File: src/ulsi_pkg.sv
/*
 Constants for the line status and interrupt id block.
 Assumes a 16x sample tick from a baud generator elsewhere.
*/
package ulsi_pkg;
    localparam int AW = 8;
    localparam int DW = 32;
    localparam logic [7:0] OFF_LS = 8'h00;
    localparam logic [7:0] OFF_ID = 8'h04;
    localparam logic [7:0] OFF_IE = 8'h08;
    localparam logic [7:0] OFF_CTL = 8'h0C;
    localparam int LS_RDY = 0;
    localparam int LS_OE = 1;
    localparam int LS_PAR = 2;
    localparam int LS_STOP = 3;
    localparam int LS_BRK = 4;
    localparam int LS_HOLD = 5;
    localparam int LS_IDLE = 6;
    localparam int LS_ERR = 7;
    localparam int IE_RDA = 0;
    localparam int IE_HOLD = 1;
    localparam int IE_RLS = 2;
    localparam int IE_MS = 3;
    localparam int FC_EN = 0;
    localparam int CTL_PEN = 0;
    localparam int CTL_EVEN = 1;
    localparam int CTL_OUTEN = 3;
    localparam int CTL_FRM = 4;
    localparam logic [3:0] ID_NONE = 4'h1;
    localparam logic [3:0] ID_RLS = 4'h6;
    localparam logic [3:0] ID_RDA = 4'h4;
    localparam logic [3:0] ID_CTO = 4'hC;
    localparam logic [3:0] ID_HOLD = 4'h2;
    localparam logic [3:0] ID_MS = 4'h0;
    localparam logic [7:0] RST_LS = 8'h60;
    localparam logic [3:0] RST_IE = 4'h0;
    localparam logic [7:0] RST_CTL = 8'hA0;
    localparam int OVS = 16;
    localparam int HALF_BIT = 8;
    localparam int TO_CHARS = 4;
    localparam int RX_DEPTH = 16;
endpackage : ulsi_pkg

File: src/ulsi_top.sv
/*
 Line status, error tags and interrupt identification on APB.
 Assumes receive and transmit data paths sit outside and
 report characters, reads and writes as one-cycle pulses.
*/
`timescale 1ns/100ps
// How it works
// (RULE1) Data ready on arrival, cleared by read/empty
// (RULE2) Character mode overrun when unread, clears on read
// (RULE3) FIFO full overrun drops the new character
// (RULE4) Parity mismatch sets parity flag
// (RULE5) Zero first stop bit sets framing flag
// (RULE6) Low beyond frame time sets break flag
// (RULE7) Restart after half bit of mark
// (RULE8) Errors tagged per character, shown at head
// (RULE9) Errors raise line status interrupt
// (RULE10) Software may write status bits 6..0
// (RULE11) Holding empty set on move, cleared on write
// (RULE12) FIFO mode holding empty follows FIFO
// (RULE13) Delay empty when FIFO never held two
// (RULE14) Enable change gives immediate transmit interrupt
// (RULE15) Transmitter empty when holding and shifter empty
// (RULE16) Error summary bit, FIFO mode only
// (RULE17) Four interrupt priority levels
// (RULE18) Id read freezes highest pending source
// (RULE19) Id bit 0 low when pending
// (RULE20) Id codes per source, bits 5..4 zero
// (RULE21) Timeout after four idle character times
// (RULE22) Id bits 7..6 show FIFO mode
// (RULE23) FIFO control bit 0 enters FIFO mode
// (RULE24) Source needs own enable and output enable
// (RULE25) Freeze released when read ends
module ulsi_top #(
    parameter int DEPTH = ulsi_pkg::RX_DEPTH
) (
    input wire logic pclk,
    input wire logic presetn,
    input wire logic psel,
    input wire logic penable,
    input wire logic pwrite,
    input wire logic [ulsi_pkg::AW-1:0] paddr,
    input wire logic [ulsi_pkg::DW-1:0] pwdata,
    output logic [ulsi_pkg::DW-1:0] prdata,
    output logic pready,
    output logic pslverr,
    input wire logic serial_input,
    input wire logic sample_tick,
    input wire logic rx_char_done,
    input wire logic [7:0] rx_data,
    input wire logic rx_parity_bit,
    input wire logic rx_stop_bit,
    input wire logic rx_buf_read,
    input wire logic tx_hold_write,
    input wire logic tx_hold_to_shift,
    input wire logic tx_shift_empty,
    input wire logic [4:0] tx_fifo_count,
    input wire logic modem_pending,
    output logic rx_store,
    output logic rx_hold,
    output logic irq
);
    import ulsi_pkg::*;

    localparam int PW = $clog2(DEPTH);

    typedef struct packed {
        logic [7:0] ls;
        logic [3:0] ie;
        logic [7:0] ctl;
        logic fen;
        logic [PW:0] cnt;
        logic [PW-1:0] wp;
        logic [PW-1:0] rp;
        logic [PW:0] errs;
        logic [DEPTH-1:0][2:0] tags;
        logic [9:0] to_cnt;
        logic cto;
        logic hold_pend;
        logic two;
        logic [7:0] dly;
        logic frz;
        logic [3:0] frz_id;
        logic pready;
        logic pslverr;
        logic [DW-1:0] prdata;
        logic irq;
        logic store;
    } ulsi_state_type;

    ulsi_state_type q;
    ulsi_state_type d;

    logic brk_pulse;
    logic setup;
    logic rd_done;
    logic wr_done;
    logic ls_read;
    logic id_read;
    logic push_ev;
    logic do_push;
    logic inc;
    logic pop;
    logic [2:0] tag;
    logic [2:0] head_tag;
    logic head_new;
    logic [3:0] id_live;
    logic [3:0] id_cur;
    logic [9:0] to_lim;
    logic [7:0] dly_lim;
    logic idle_cond;
    logic mapped;

    ulsi_brk u_brk (
        .pclk(pclk),
        .presetn(presetn),
        .serial_input(serial_input),
        .sample_tick(sample_tick),
        .frame_bits(q.ctl[CTL_FRM+:4]),
        .brk_pulse(brk_pulse),
        .rx_hold(rx_hold)
    );

    assign setup = psel && !penable;
    assign rd_done = psel && penable && q.pready && !pwrite;
    assign wr_done = psel && penable && q.pready && pwrite;
    assign ls_read = rd_done && paddr == OFF_LS;
    assign id_read = rd_done && paddr == OFF_ID;
    assign mapped = paddr == OFF_LS || paddr == OFF_ID
        || paddr == OFF_IE || paddr == OFF_CTL;

    assign to_lim = 10'(TO_CHARS * OVS * int'(q.ctl[CTL_FRM+:4]));
    assign dly_lim = 8'((int'(q.ctl[CTL_FRM+:4]) - 1) * OVS);

    // Characters arriving while the restart guard holds are dropped
    assign push_ev = (rx_char_done && !rx_hold) || brk_pulse;

    always_comb begin
        tag = 3'b000;
        if (brk_pulse) begin
            tag[2] = 1'b1; // RULE6
        end else begin
            tag[0] = q.ctl[CTL_PEN] && (^{rx_data, rx_parity_bit}
                ^ !q.ctl[CTL_EVEN]); // RULE4
            tag[1] = !rx_stop_bit; // RULE5
        end
    end

    // Full FIFO keeps its contents; the shifter is overwritten
    assign do_push = push_ev
        && (!q.fen || q.cnt != (PW+1)'(DEPTH)); // RULE3
    // Character mode overwrite keeps count at one
    assign inc = do_push && (q.fen || q.cnt == '0);
    assign pop = rx_buf_read && q.cnt != '0;

    always_comb begin
        head_new = 1'b0;
        head_tag = tag;
        if (!q.fen) begin
            head_new = do_push;
        end else if (pop && q.cnt > (PW+1)'(1)) begin
            head_new = 1'b1;
            head_tag = q.tags[q.rp + PW'(1)]; // RULE8
        end else if (do_push && (q.cnt == '0 || pop)) begin
            head_new = 1'b1;
        end
    end

    // Priority: line status, data, holding empty, modem
    always_comb begin
        if (q.ie[IE_RLS] && |q.ls[LS_BRK:LS_OE]) begin // RULE9
            id_live = ID_RLS; // RULE17
        end else if (q.ie[IE_RDA] && q.cto) begin
            id_live = ID_CTO; // RULE20
        end else if (q.ie[IE_RDA] && q.ls[LS_RDY]) begin
            id_live = ID_RDA;
        end else if (q.ie[IE_HOLD] && q.hold_pend) begin
            id_live = ID_HOLD;
        end else if (q.ie[IE_MS] && modem_pending) begin
            id_live = ID_MS;
        end else begin
            id_live = ID_NONE; // RULE19
        end
    end

    assign id_cur = q.frz ? q.frz_id : id_live; // RULE18

    always_comb begin
        if (!q.fen) begin
            idle_cond = q.ls[LS_HOLD] && tx_shift_empty;
        end else begin
            idle_cond = tx_fifo_count == 5'h00 && tx_shift_empty;
        end
    end

    always_comb begin
        d = q;
        d.pready = setup;
        d.pslverr = setup && !mapped;
        d.store = do_push;

        // Read data is caught in setup so the access cycle
        // answers straight from a flop
        if (setup && !pwrite) begin
            d.prdata = '0;
            case (paddr)
                OFF_LS: d.prdata[7:0] = q.ls;
                OFF_ID: begin
                    d.prdata[7:0] = {{2{q.fen}}, 2'b00,
                        id_live}; // RULE22
                    d.frz = 1'b1; // RULE18
                    d.frz_id = id_live;
                end
                OFF_IE: d.prdata[3:0] = q.ie;
                OFF_CTL: d.prdata[7:0] = q.ctl;
                default: d.prdata = '0;
            endcase
        end
        if (rd_done) begin
            d.frz = 1'b0; // RULE25
        end

        // Only bits the reader saw are cleared
        if (ls_read) begin
            d.ls[LS_BRK:LS_OE] = q.ls[LS_BRK:LS_OE]
                & ~q.prdata[LS_BRK:LS_OE]; // RULE2
        end

        if (wr_done) begin
            case (paddr)
                OFF_LS: d.ls[6:0] = pwdata[6:0]; // RULE10
                OFF_ID: d.fen = pwdata[FC_EN]; // RULE23
                OFF_IE: d.ie = pwdata[3:0];
                OFF_CTL: d.ctl = pwdata[7:0];
                default: d.ls = d.ls;
            endcase
        end

        // Receive side
        if (do_push) begin
            d.tags[(!q.fen && q.cnt != '0) ? q.rp : q.wp] = tag;
        end
        if (inc) begin
            d.wp = q.wp + PW'(1);
        end
        if (pop) begin
            d.rp = q.rp + PW'(1);
        end
        d.cnt = q.cnt + (PW+1)'(inc) - (PW+1)'(pop);
        if (q.fen) begin
            d.errs = q.errs + (PW+1)'(do_push && |tag)
                - (PW+1)'(pop && |q.tags[q.rp]); // RULE8
        end else begin
            d.errs = '0;
        end

        if (pop && (!q.fen || d.cnt == '0)) begin
            d.ls[LS_RDY] = 1'b0; // RULE1
        end
        if (do_push) begin
            d.ls[LS_RDY] = 1'b1; // RULE1
        end
        if (push_ev && (q.fen ? q.cnt == (PW+1)'(DEPTH)
            : q.cnt != '0)) begin
            d.ls[LS_OE] = 1'b1; // RULE2
        end
        if (head_new) begin
            d.ls[LS_BRK:LS_PAR] = d.ls[LS_BRK:LS_PAR]
                | {head_tag[2], head_tag[1], head_tag[0]}; // RULE8
        end
        d.ls[LS_ERR] = q.fen && (d.errs != '0
            || (q.ls[LS_ERR] && !ls_read)); // RULE16

        // Character timeout, FIFO mode only
        if (!q.fen || q.cnt == '0 || push_ev || rx_buf_read) begin
            d.to_cnt = '0;
        end else if (sample_tick && q.to_cnt != to_lim) begin
            d.to_cnt = q.to_cnt + 10'h001;
        end
        if (pop || !q.fen || q.cnt == '0) begin
            d.cto = 1'b0;
        end else if (q.to_cnt == to_lim) begin
            d.cto = 1'b1; // RULE21
        end

        // Transmit side
        if (q.fen) begin
            if (tx_fifo_count >= 5'h02) begin
                d.two = 1'b1;
            end
            if (tx_fifo_count != 5'h00) begin
                d.ls[LS_HOLD] = 1'b0; // RULE12
                d.dly = '0;
            end else if (!q.ls[LS_HOLD]) begin
                if (q.two || q.dly == dly_lim) begin
                    d.ls[LS_HOLD] = 1'b1; // RULE12
                    d.two = 1'b0;
                    d.dly = '0;
                end else if (sample_tick) begin
                    d.dly = q.dly + 8'h01; // RULE13
                end
            end
        end else begin
            d.two = 1'b0;
            d.dly = '0;
            if (tx_hold_write) begin
                d.ls[LS_HOLD] = 1'b0; // RULE11
            end
            if (tx_hold_to_shift) begin
                d.ls[LS_HOLD] = 1'b1; // RULE11
            end
        end
        if (tx_hold_write) begin
            d.ls[LS_IDLE] = 1'b0; // RULE15
        end else if (idle_cond) begin
            d.ls[LS_IDLE] = 1'b1; // RULE15
        end

        if (tx_hold_write || (id_read && q.frz_id == ID_HOLD)) begin
            d.hold_pend = 1'b0; // RULE20
        end
        if ((d.ls[LS_HOLD] && !q.ls[LS_HOLD])
            || d.fen != q.fen) begin
            d.hold_pend = 1'b1; // RULE14
        end

        d.irq = q.ctl[CTL_OUTEN] && id_cur != ID_NONE; // RULE24
    end

    always_ff @(posedge pclk or negedge presetn) begin
        if (!presetn) begin
            q <= '0;
            q.ls <= RST_LS;
            q.ie <= RST_IE;
            q.ctl <= RST_CTL;
            q.frz_id <= ID_NONE;
        end else begin
            q <= d;
        end
    end

    assign prdata = q.prdata;
    assign pready = q.pready;
    assign pslverr = q.pslverr;
    assign irq = q.irq;
    assign rx_store = q.store;

    a_ready_on_push: assert property ( // RULE1
        @(posedge pclk) disable iff (!presetn)
        do_push |=> q.ls[LS_RDY] && q.store)
        else $error("data ready not set on push");

    a_oe_char: assert property ( // RULE2
        @(posedge pclk) disable iff (!presetn)
        !q.fen && push_ev && q.cnt != '0 |=> q.ls[LS_OE])
        else $error("overrun missed in character mode");

    a_oe_full: assert property ( // RULE3
        @(posedge pclk) disable iff (!presetn)
        q.fen && push_ev && q.cnt == (PW+1)'(DEPTH) && !pop
        |=> q.ls[LS_OE] && q.cnt == (PW+1)'(DEPTH) && !q.store)
        else $error("full fifo overrun wrong");

    a_frame_char: assert property ( // RULE5
        @(posedge pclk) disable iff (!presetn)
        !q.fen && rx_char_done && !rx_hold && !brk_pulse
        && !rx_stop_bit |=> q.ls[LS_STOP])
        else $error("framing flag not set");

    a_freeze_hold: assert property ( // RULE18
        @(posedge pclk) disable iff (!presetn)
        setup && !pwrite && paddr == OFF_ID
        |=> q.frz && q.prdata[3:0] == q.frz_id)
        else $error("id not frozen on read");

    a_id_upper: assert property ( // RULE22
        @(posedge pclk) disable iff (!presetn)
        q.pready && paddr == OFF_ID && !pwrite
        |-> q.prdata[7:4] == {{2{q.fen}}, 2'b00})
        else $error("id upper bits wrong");

    a_irq_rls: assert property ( // RULE9
        @(posedge pclk) disable iff (!presetn)
        q.ctl[CTL_OUTEN] && !q.frz && q.ie[IE_RLS]
        && |q.ls[LS_BRK:LS_OE] |=> q.irq)
        else $error("line status interrupt missing");

    a_irq_gate: assert property ( // RULE24
        @(posedge pclk) disable iff (!presetn)
        !q.ctl[CTL_OUTEN] |=> !q.irq)
        else $error("interrupt without output enable");

    a_err_sum: assert property ( // RULE16
        @(posedge pclk) disable iff (!presetn)
        !q.fen |=> !q.ls[LS_ERR])
        else $error("error summary set in character mode");

    a_cto_set: assert property ( // RULE21
        @(posedge pclk) disable iff (!presetn)
        q.fen && q.cnt != '0 && q.to_cnt == to_lim && !pop
        |=> q.cto)
        else $error("character timeout missed");

    a_idle_clr: assert property ( // RULE15
        @(posedge pclk) disable iff (!presetn)
        tx_hold_write && !(wr_done && paddr == OFF_LS)
        |=> !q.ls[LS_IDLE])
        else $error("transmitter empty not cleared");

    a_hold_fifo: assert property ( // RULE12
        @(posedge pclk) disable iff (!presetn)
        q.fen && d.fen && tx_fifo_count != 5'h00
        && !(wr_done && paddr == OFF_LS) |=> !q.ls[LS_HOLD])
        else $error("holding empty with data in fifo");
endmodule : ulsi_top

File: src/ulsi_brk.sv
/*
 Break detector and restart guard for the receive line.
 Assumes sample_tick is a one-cycle pulse at 16x bit rate.
*/
`timescale 1ns/100ps
module ulsi_brk (
    input wire logic pclk,
    input wire logic presetn,
    input wire logic serial_input,
    input wire logic sample_tick,
    input wire logic [3:0] frame_bits,
    output logic brk_pulse,
    output logic rx_hold
);
    import ulsi_pkg::*;

    typedef struct packed {
        logic s1;
        logic s2;
        logic [7:0] lo;
        logic [3:0] hi;
        logic hold;
        logic pulse;
    } ulsi_brk_type;

    ulsi_brk_type q;
    ulsi_brk_type d;
    logic [7:0] lim;

    assign lim = 8'(int'(frame_bits) * OVS);

    always_comb begin
        d = q;
        d.s1 = serial_input;
        d.s2 = q.s1;
        d.pulse = 1'b0;
        if (q.s2) begin
            d.lo = 8'h00;
        end else if (sample_tick && q.lo != 8'hFF) begin
            d.lo = q.lo + 8'h01;
        end
        // Low past a whole frame
        if (!q.s2 && sample_tick && q.lo == lim && !q.hold) begin
            d.pulse = 1'b1; // RULE6
            d.hold = 1'b1;
        end
        // Restart needs half a bit of mark
        if (!q.s2) begin
            d.hi = 4'h0;
        end else if (q.hold && sample_tick) begin
            d.hi = q.hi + 4'h1;
            if (q.hi == 4'(HALF_BIT - 1)) begin
                d.hold = 1'b0; // RULE7
            end
        end
    end

    always_ff @(posedge pclk or negedge presetn) begin
        if (!presetn) begin
            q <= '0;
        end else begin
            q <= d;
        end
    end

    assign brk_pulse = q.pulse;
    assign rx_hold = q.hold;

    a_hold_release: assert property ( // RULE7
        @(posedge pclk) disable iff (!presetn)
        q.hold && !q.s2 |=> q.hold)
        else $error("break hold released while line low");

    a_break_pulse: assert property ( // RULE6
        @(posedge pclk) disable iff (!presetn)
        q.pulse |-> q.hold && $past(!q.s2)
        && q.lo == $past(lim) + 8'h01)
        else $error("break pulse without low line");
endmodule : ulsi_brk

File: config.mk
export PLATFORM = sky130hd
export DESIGN_NAME = ulsi_top
export DESIGN_NICKNAME = d
export VERILOG_FILES = /design/src/ulsi_pkg.sv /design/src/ulsi_top.sv /design/src/ulsi_brk.sv
export SDC_FILE = /design/constraint.sdc
export NUM_CORES = 1
export LEC_CHECK = 0
export BUFFER_PORTS_ARGS = -buffer_cell sky130_fd_sc_hd__buf_2
export CORE_MARGIN = 1.5
export CORE_UTILIZATION = 45
export DETAILED_ROUTE_END_ITERATION = 8
export GPL_TIMING_DRIVEN = 1
export SKIP_LAST_GASP = 1
export SLEW_MARGIN = 20
export SYNTH_ARGS = -nofsm -noshare
export SYNTH_HDL_FRONTEND = slang
export SYNTH_SLANG_ARGS = --single-unit
File: constraint.sdc
create_clock -name pclk -period 5.2 [get_ports pclk]
set_input_delay 1.56 -clock pclk [delete_from_list [all_inputs] [get_ports pclk]]
set_output_delay 1.56 -clock pclk [all_outputs]
set_load 0.01 [all_outputs]
==> results.toml <==
[drt]
viasPerCell = 5.53
dr.first_iter.drc_count = 271
routed-wl-met3_um = 722
finalWirelength_um = 17400
wl_met1_um = 7870
ant_nets = 0
routedWlPerCell_um = 17.2
drc = 0
num_vias = 5574
topRoutingLayerUsed = "met4"
dr.pass1.iters = 5
dr_wl_met2_um = 8480

[placement]
placed_cell_area_um2 = 8250
gp_congestion = 0.865
dp_hpwl_um = 12600
dp_slack_ns = 0.885
portBuffers = 56

[grt]
overflow = 0
antenna_found_initial = 0
track_usage_pct = 20.2
grt_max_degree = 87
grt_pass1_wl_um = 28700
grt_pass1_vias = 5584

[setup_path]
reg2reg_to = "q[148]$_DFF_PN0_"
cp.arrival_ns = 4.18
worst_setup_path_end_kind = "register"
cp_slowest_cell = "fa_1"
path_class = "in2reg"
slowest_delay_ns = 0.41
path_cells = "buf_2 > a21o_1 > o21a_1 > and2_1 > inv_1 > ha_1 > inv_1 > ha_1 > fa_1 > xnor2_1 > or3_1 > o311ai_0 > nand2_1"
cp_data_required_time_ns = 5.49
startpoint = "rx_char_done"
critPathCapture = "q[141]$_DFFE_PN0P_"
crit_path_max_fanout = 5
r2r-start = "q[125]$_DFF_PN0_"
reg2reg_setup_slack_ns = 1.40
rr_worst_depth = 15
critPathLaunchType = "input pin"

[cts]
postCtsSetupBuffers = 0
numCtsBuffers = 17
clockRootBuffer = "clkbuf_16"
clock-sinks = 141
clk_latency_ns = 0.42
path_clk_slew_ns = 0.06
cts_buffer_depth = 2
ctsHoldBuffers = 0
cts_resized = 0
cts_tree = "built"
htreeDepth = 4

[floorplan]
die_x_um = 135
rows = 48
dieArea_um2 = 18300
pin_count = 105
core_area_um2 = 17200
initial_core_util_pct = 45.8
die_y_um = 135

[synth]
synthTopCellsByArea = "dfrtp_1, mux2_2, xnor2_1"
synth_cell_types = 72
synth-edff-count = 0
yosysSeqAreaShare_pct = 44.9
synth_top_family_by_area = "multiplexers"
postSynthCellCount = 717
syn-cell-area_um2 = 7870
synth.largest_area_cell = "dfrtp_1"
ys_ff_latch = 141
synth-xor-area-share_pct = 6.20
synth_area_per_cell_um2 = 11.0
synth_top_area_share_pct = 43.3
synthMuxAreaShare_pct = 15.6
synth_flop_cell = "dfrtp_1"
yosys.area_share.simple_pct = 13.2
synthAdderAreaFrac_pct = 4.17
synth_compound_area_share_pct = 9.78
async_flop_share_pct = 100
yosysWarnings = 0

[sta]
setup-violations-final = 0
final_max_slew_viol_count = 0
clock_skew_ns = 0.0103
worst_slack_ns = 1.31
final.setup.tns_ns = 0
fin_hold_ws_ns = 0.359
slew_headroom_pct = 45.6
finalCritPeriodShare_pct = 74.8
rsz0062_at_grt = "false"
finalHoldViolCount = 0
fin_crit_ns = 3.89
worstMarginPinSlew_ns = 0.816
fmax_mhz = 257

[cells_and_area]
fillers = 1559
final_nets = 863
design_area_um2 = 8860
area_growth_pct = 12.6
num_antenna_cells = 0
drive_gt1_share_pct = 24.0

[worst_hold_path]
hold_class = "reg2reg"

[power]
vdd_drop_max_v = 0.000221
p_total_mw = 3.59
p_per_area_nw_per_um2 = 405
leakage_nw = 4.07

[flow_run]
drv_cap = 0

[outcome]
status = "completed"
[worst min path at each step]
stage	startpoint	to	slack [ns]	cells after the start
global route	u_brk.d[14]$_DFF_PN0_	u_brk.q[14]$_DFF_PN0_	0.37	0
global placement	u_brk.d[14]$_DFF_PN0_	u_brk.q[14]$_DFF_PN0_	0.34	0
finish	u_brk.d[14]$_DFF_PN0_	u_brk.q[14]$_DFF_PN0_	0.36	0
CTS	u_brk.d[14]$_DFF_PN0_	u_brk.q[14]$_DFF_PN0_	0.35	0
detailed placement	u_brk.d[14]$_DFF_PN0_	u_brk.q[14]$_DFF_PN0_	0.34	0
floorplan	u_brk.d[14]$_DFF_PN0_	u_brk.q[14]$_DFF_PN0_	0.33	0
[report_power, final]
group | internal, mW | switching (mW)
Combinational | 0.463 | 0.517
Clock | 0.769 | 0.479
Sequential | 1.22 | 0.142
[metrics by stage]
| step | util [%] | std cells |
|---|---|---|
| CTS | 51.6 | 1008 |
| global placement | 48.0 | 976 |
| detailed placement | 48.0 | 976 |
| floorplan | - | 740 |
| global route | 51.6 | 1008 |
| finish | 51.6 | 1008 |
[routing by layer]
layer | vias up | GRT usage (%)
li1 | 2637 | -
met1 | 2786 | 25.9
met2 | 131 | 33.1
met3 | 20 | 4.30
met4 | 0 | 8.24
met5 | - | 0
[cell families after synthesis]
group,count (synthesis)
buffers and inverters,93
multiplexers,92
XOR/XNOR,54
AND/OR/NAND/NOR,195
flip-flops,141
other,1
AO/OA/AOI/OAI,116
adder cells (fa/ha/maj),25
[synthesized netlist by cell type (3+ instances only)]
cell,number
mux2_2,67
o21ai_0,28
nand3b_1,4
o41ai_1,5
nor3b_1,6
o31ai_1,5
nand3_1,15
nor2_1,45
nor2b_1,3
mux4_1,5
ha_1,23
nor3_1,9
a21boi_0,3
clkbuf_1,15
or3_1,7
nand2b_1,5
a21oi_1,26
a31oi_1,4
o21a_1,5
a211oi_1,4
buf_4,32
xor2_1,20
dfstp_2,5
mux2i_1,9
mux4_2,11
inv_1,40
a21o_1,4
buf_2,3
dfrtp_1,136
nand2_1,42
and2_1,12
nand4_1,11
and3_1,6
nor4_1,18
a22o_1,5
xnor2_1,33
[worst max-delay path, delay by kind of cell]
kind	cells	cell delay (ns)
buffers and inverters	3	0.24
AND/OR/NAND/NOR	3	0.59
AO/OA/AOI/OAI	3	0.73
adder cells (fa/ha/maj)	3	0.90
XOR/XNOR	1	0.16
[placed cells by master (no fill, tap or decap), types with 7 or more instances in the layout]
cell type  instances
dfrtp_1          136
mux2_2            67
buf_2             55
nor2_1            45
nand2_1           42
inv_1             40
xnor2_1           33
o21ai_0           28
a21oi_1           26
conb_1            24
ha_1              23
xor2_1            20
nor4_1            18
clkbuf_16         17
nand3_1           15
and2_1            12
nand4_1           11
mux4_2            11
mux2i_1            9
nor3_1             9
or3_1              7
buf_4              7
[sequential cells by signal, summed over array words and instances (netlist names)]
register,count
q,113
u_brk.q,13
prdata,8
irq,1
pready,1
pslverr,1
rx_store,1
u_brk.brk_pulse,1
u_brk.d,1
u_brk.rx_hold,1
[cell type report]
type	instances	area, µm²	share of cell area (%)
clock buffer	19	443	5.00
clock inverter	13	165	1.86
inverter	41	154	1.74
multi-input combinational	506	3940	44.5
sequential	141	3530	39.9
tap	225	282	3.18
timing repair buffer	63	339	3.83
Note: power is estimated with default switching activity, not from simulation.
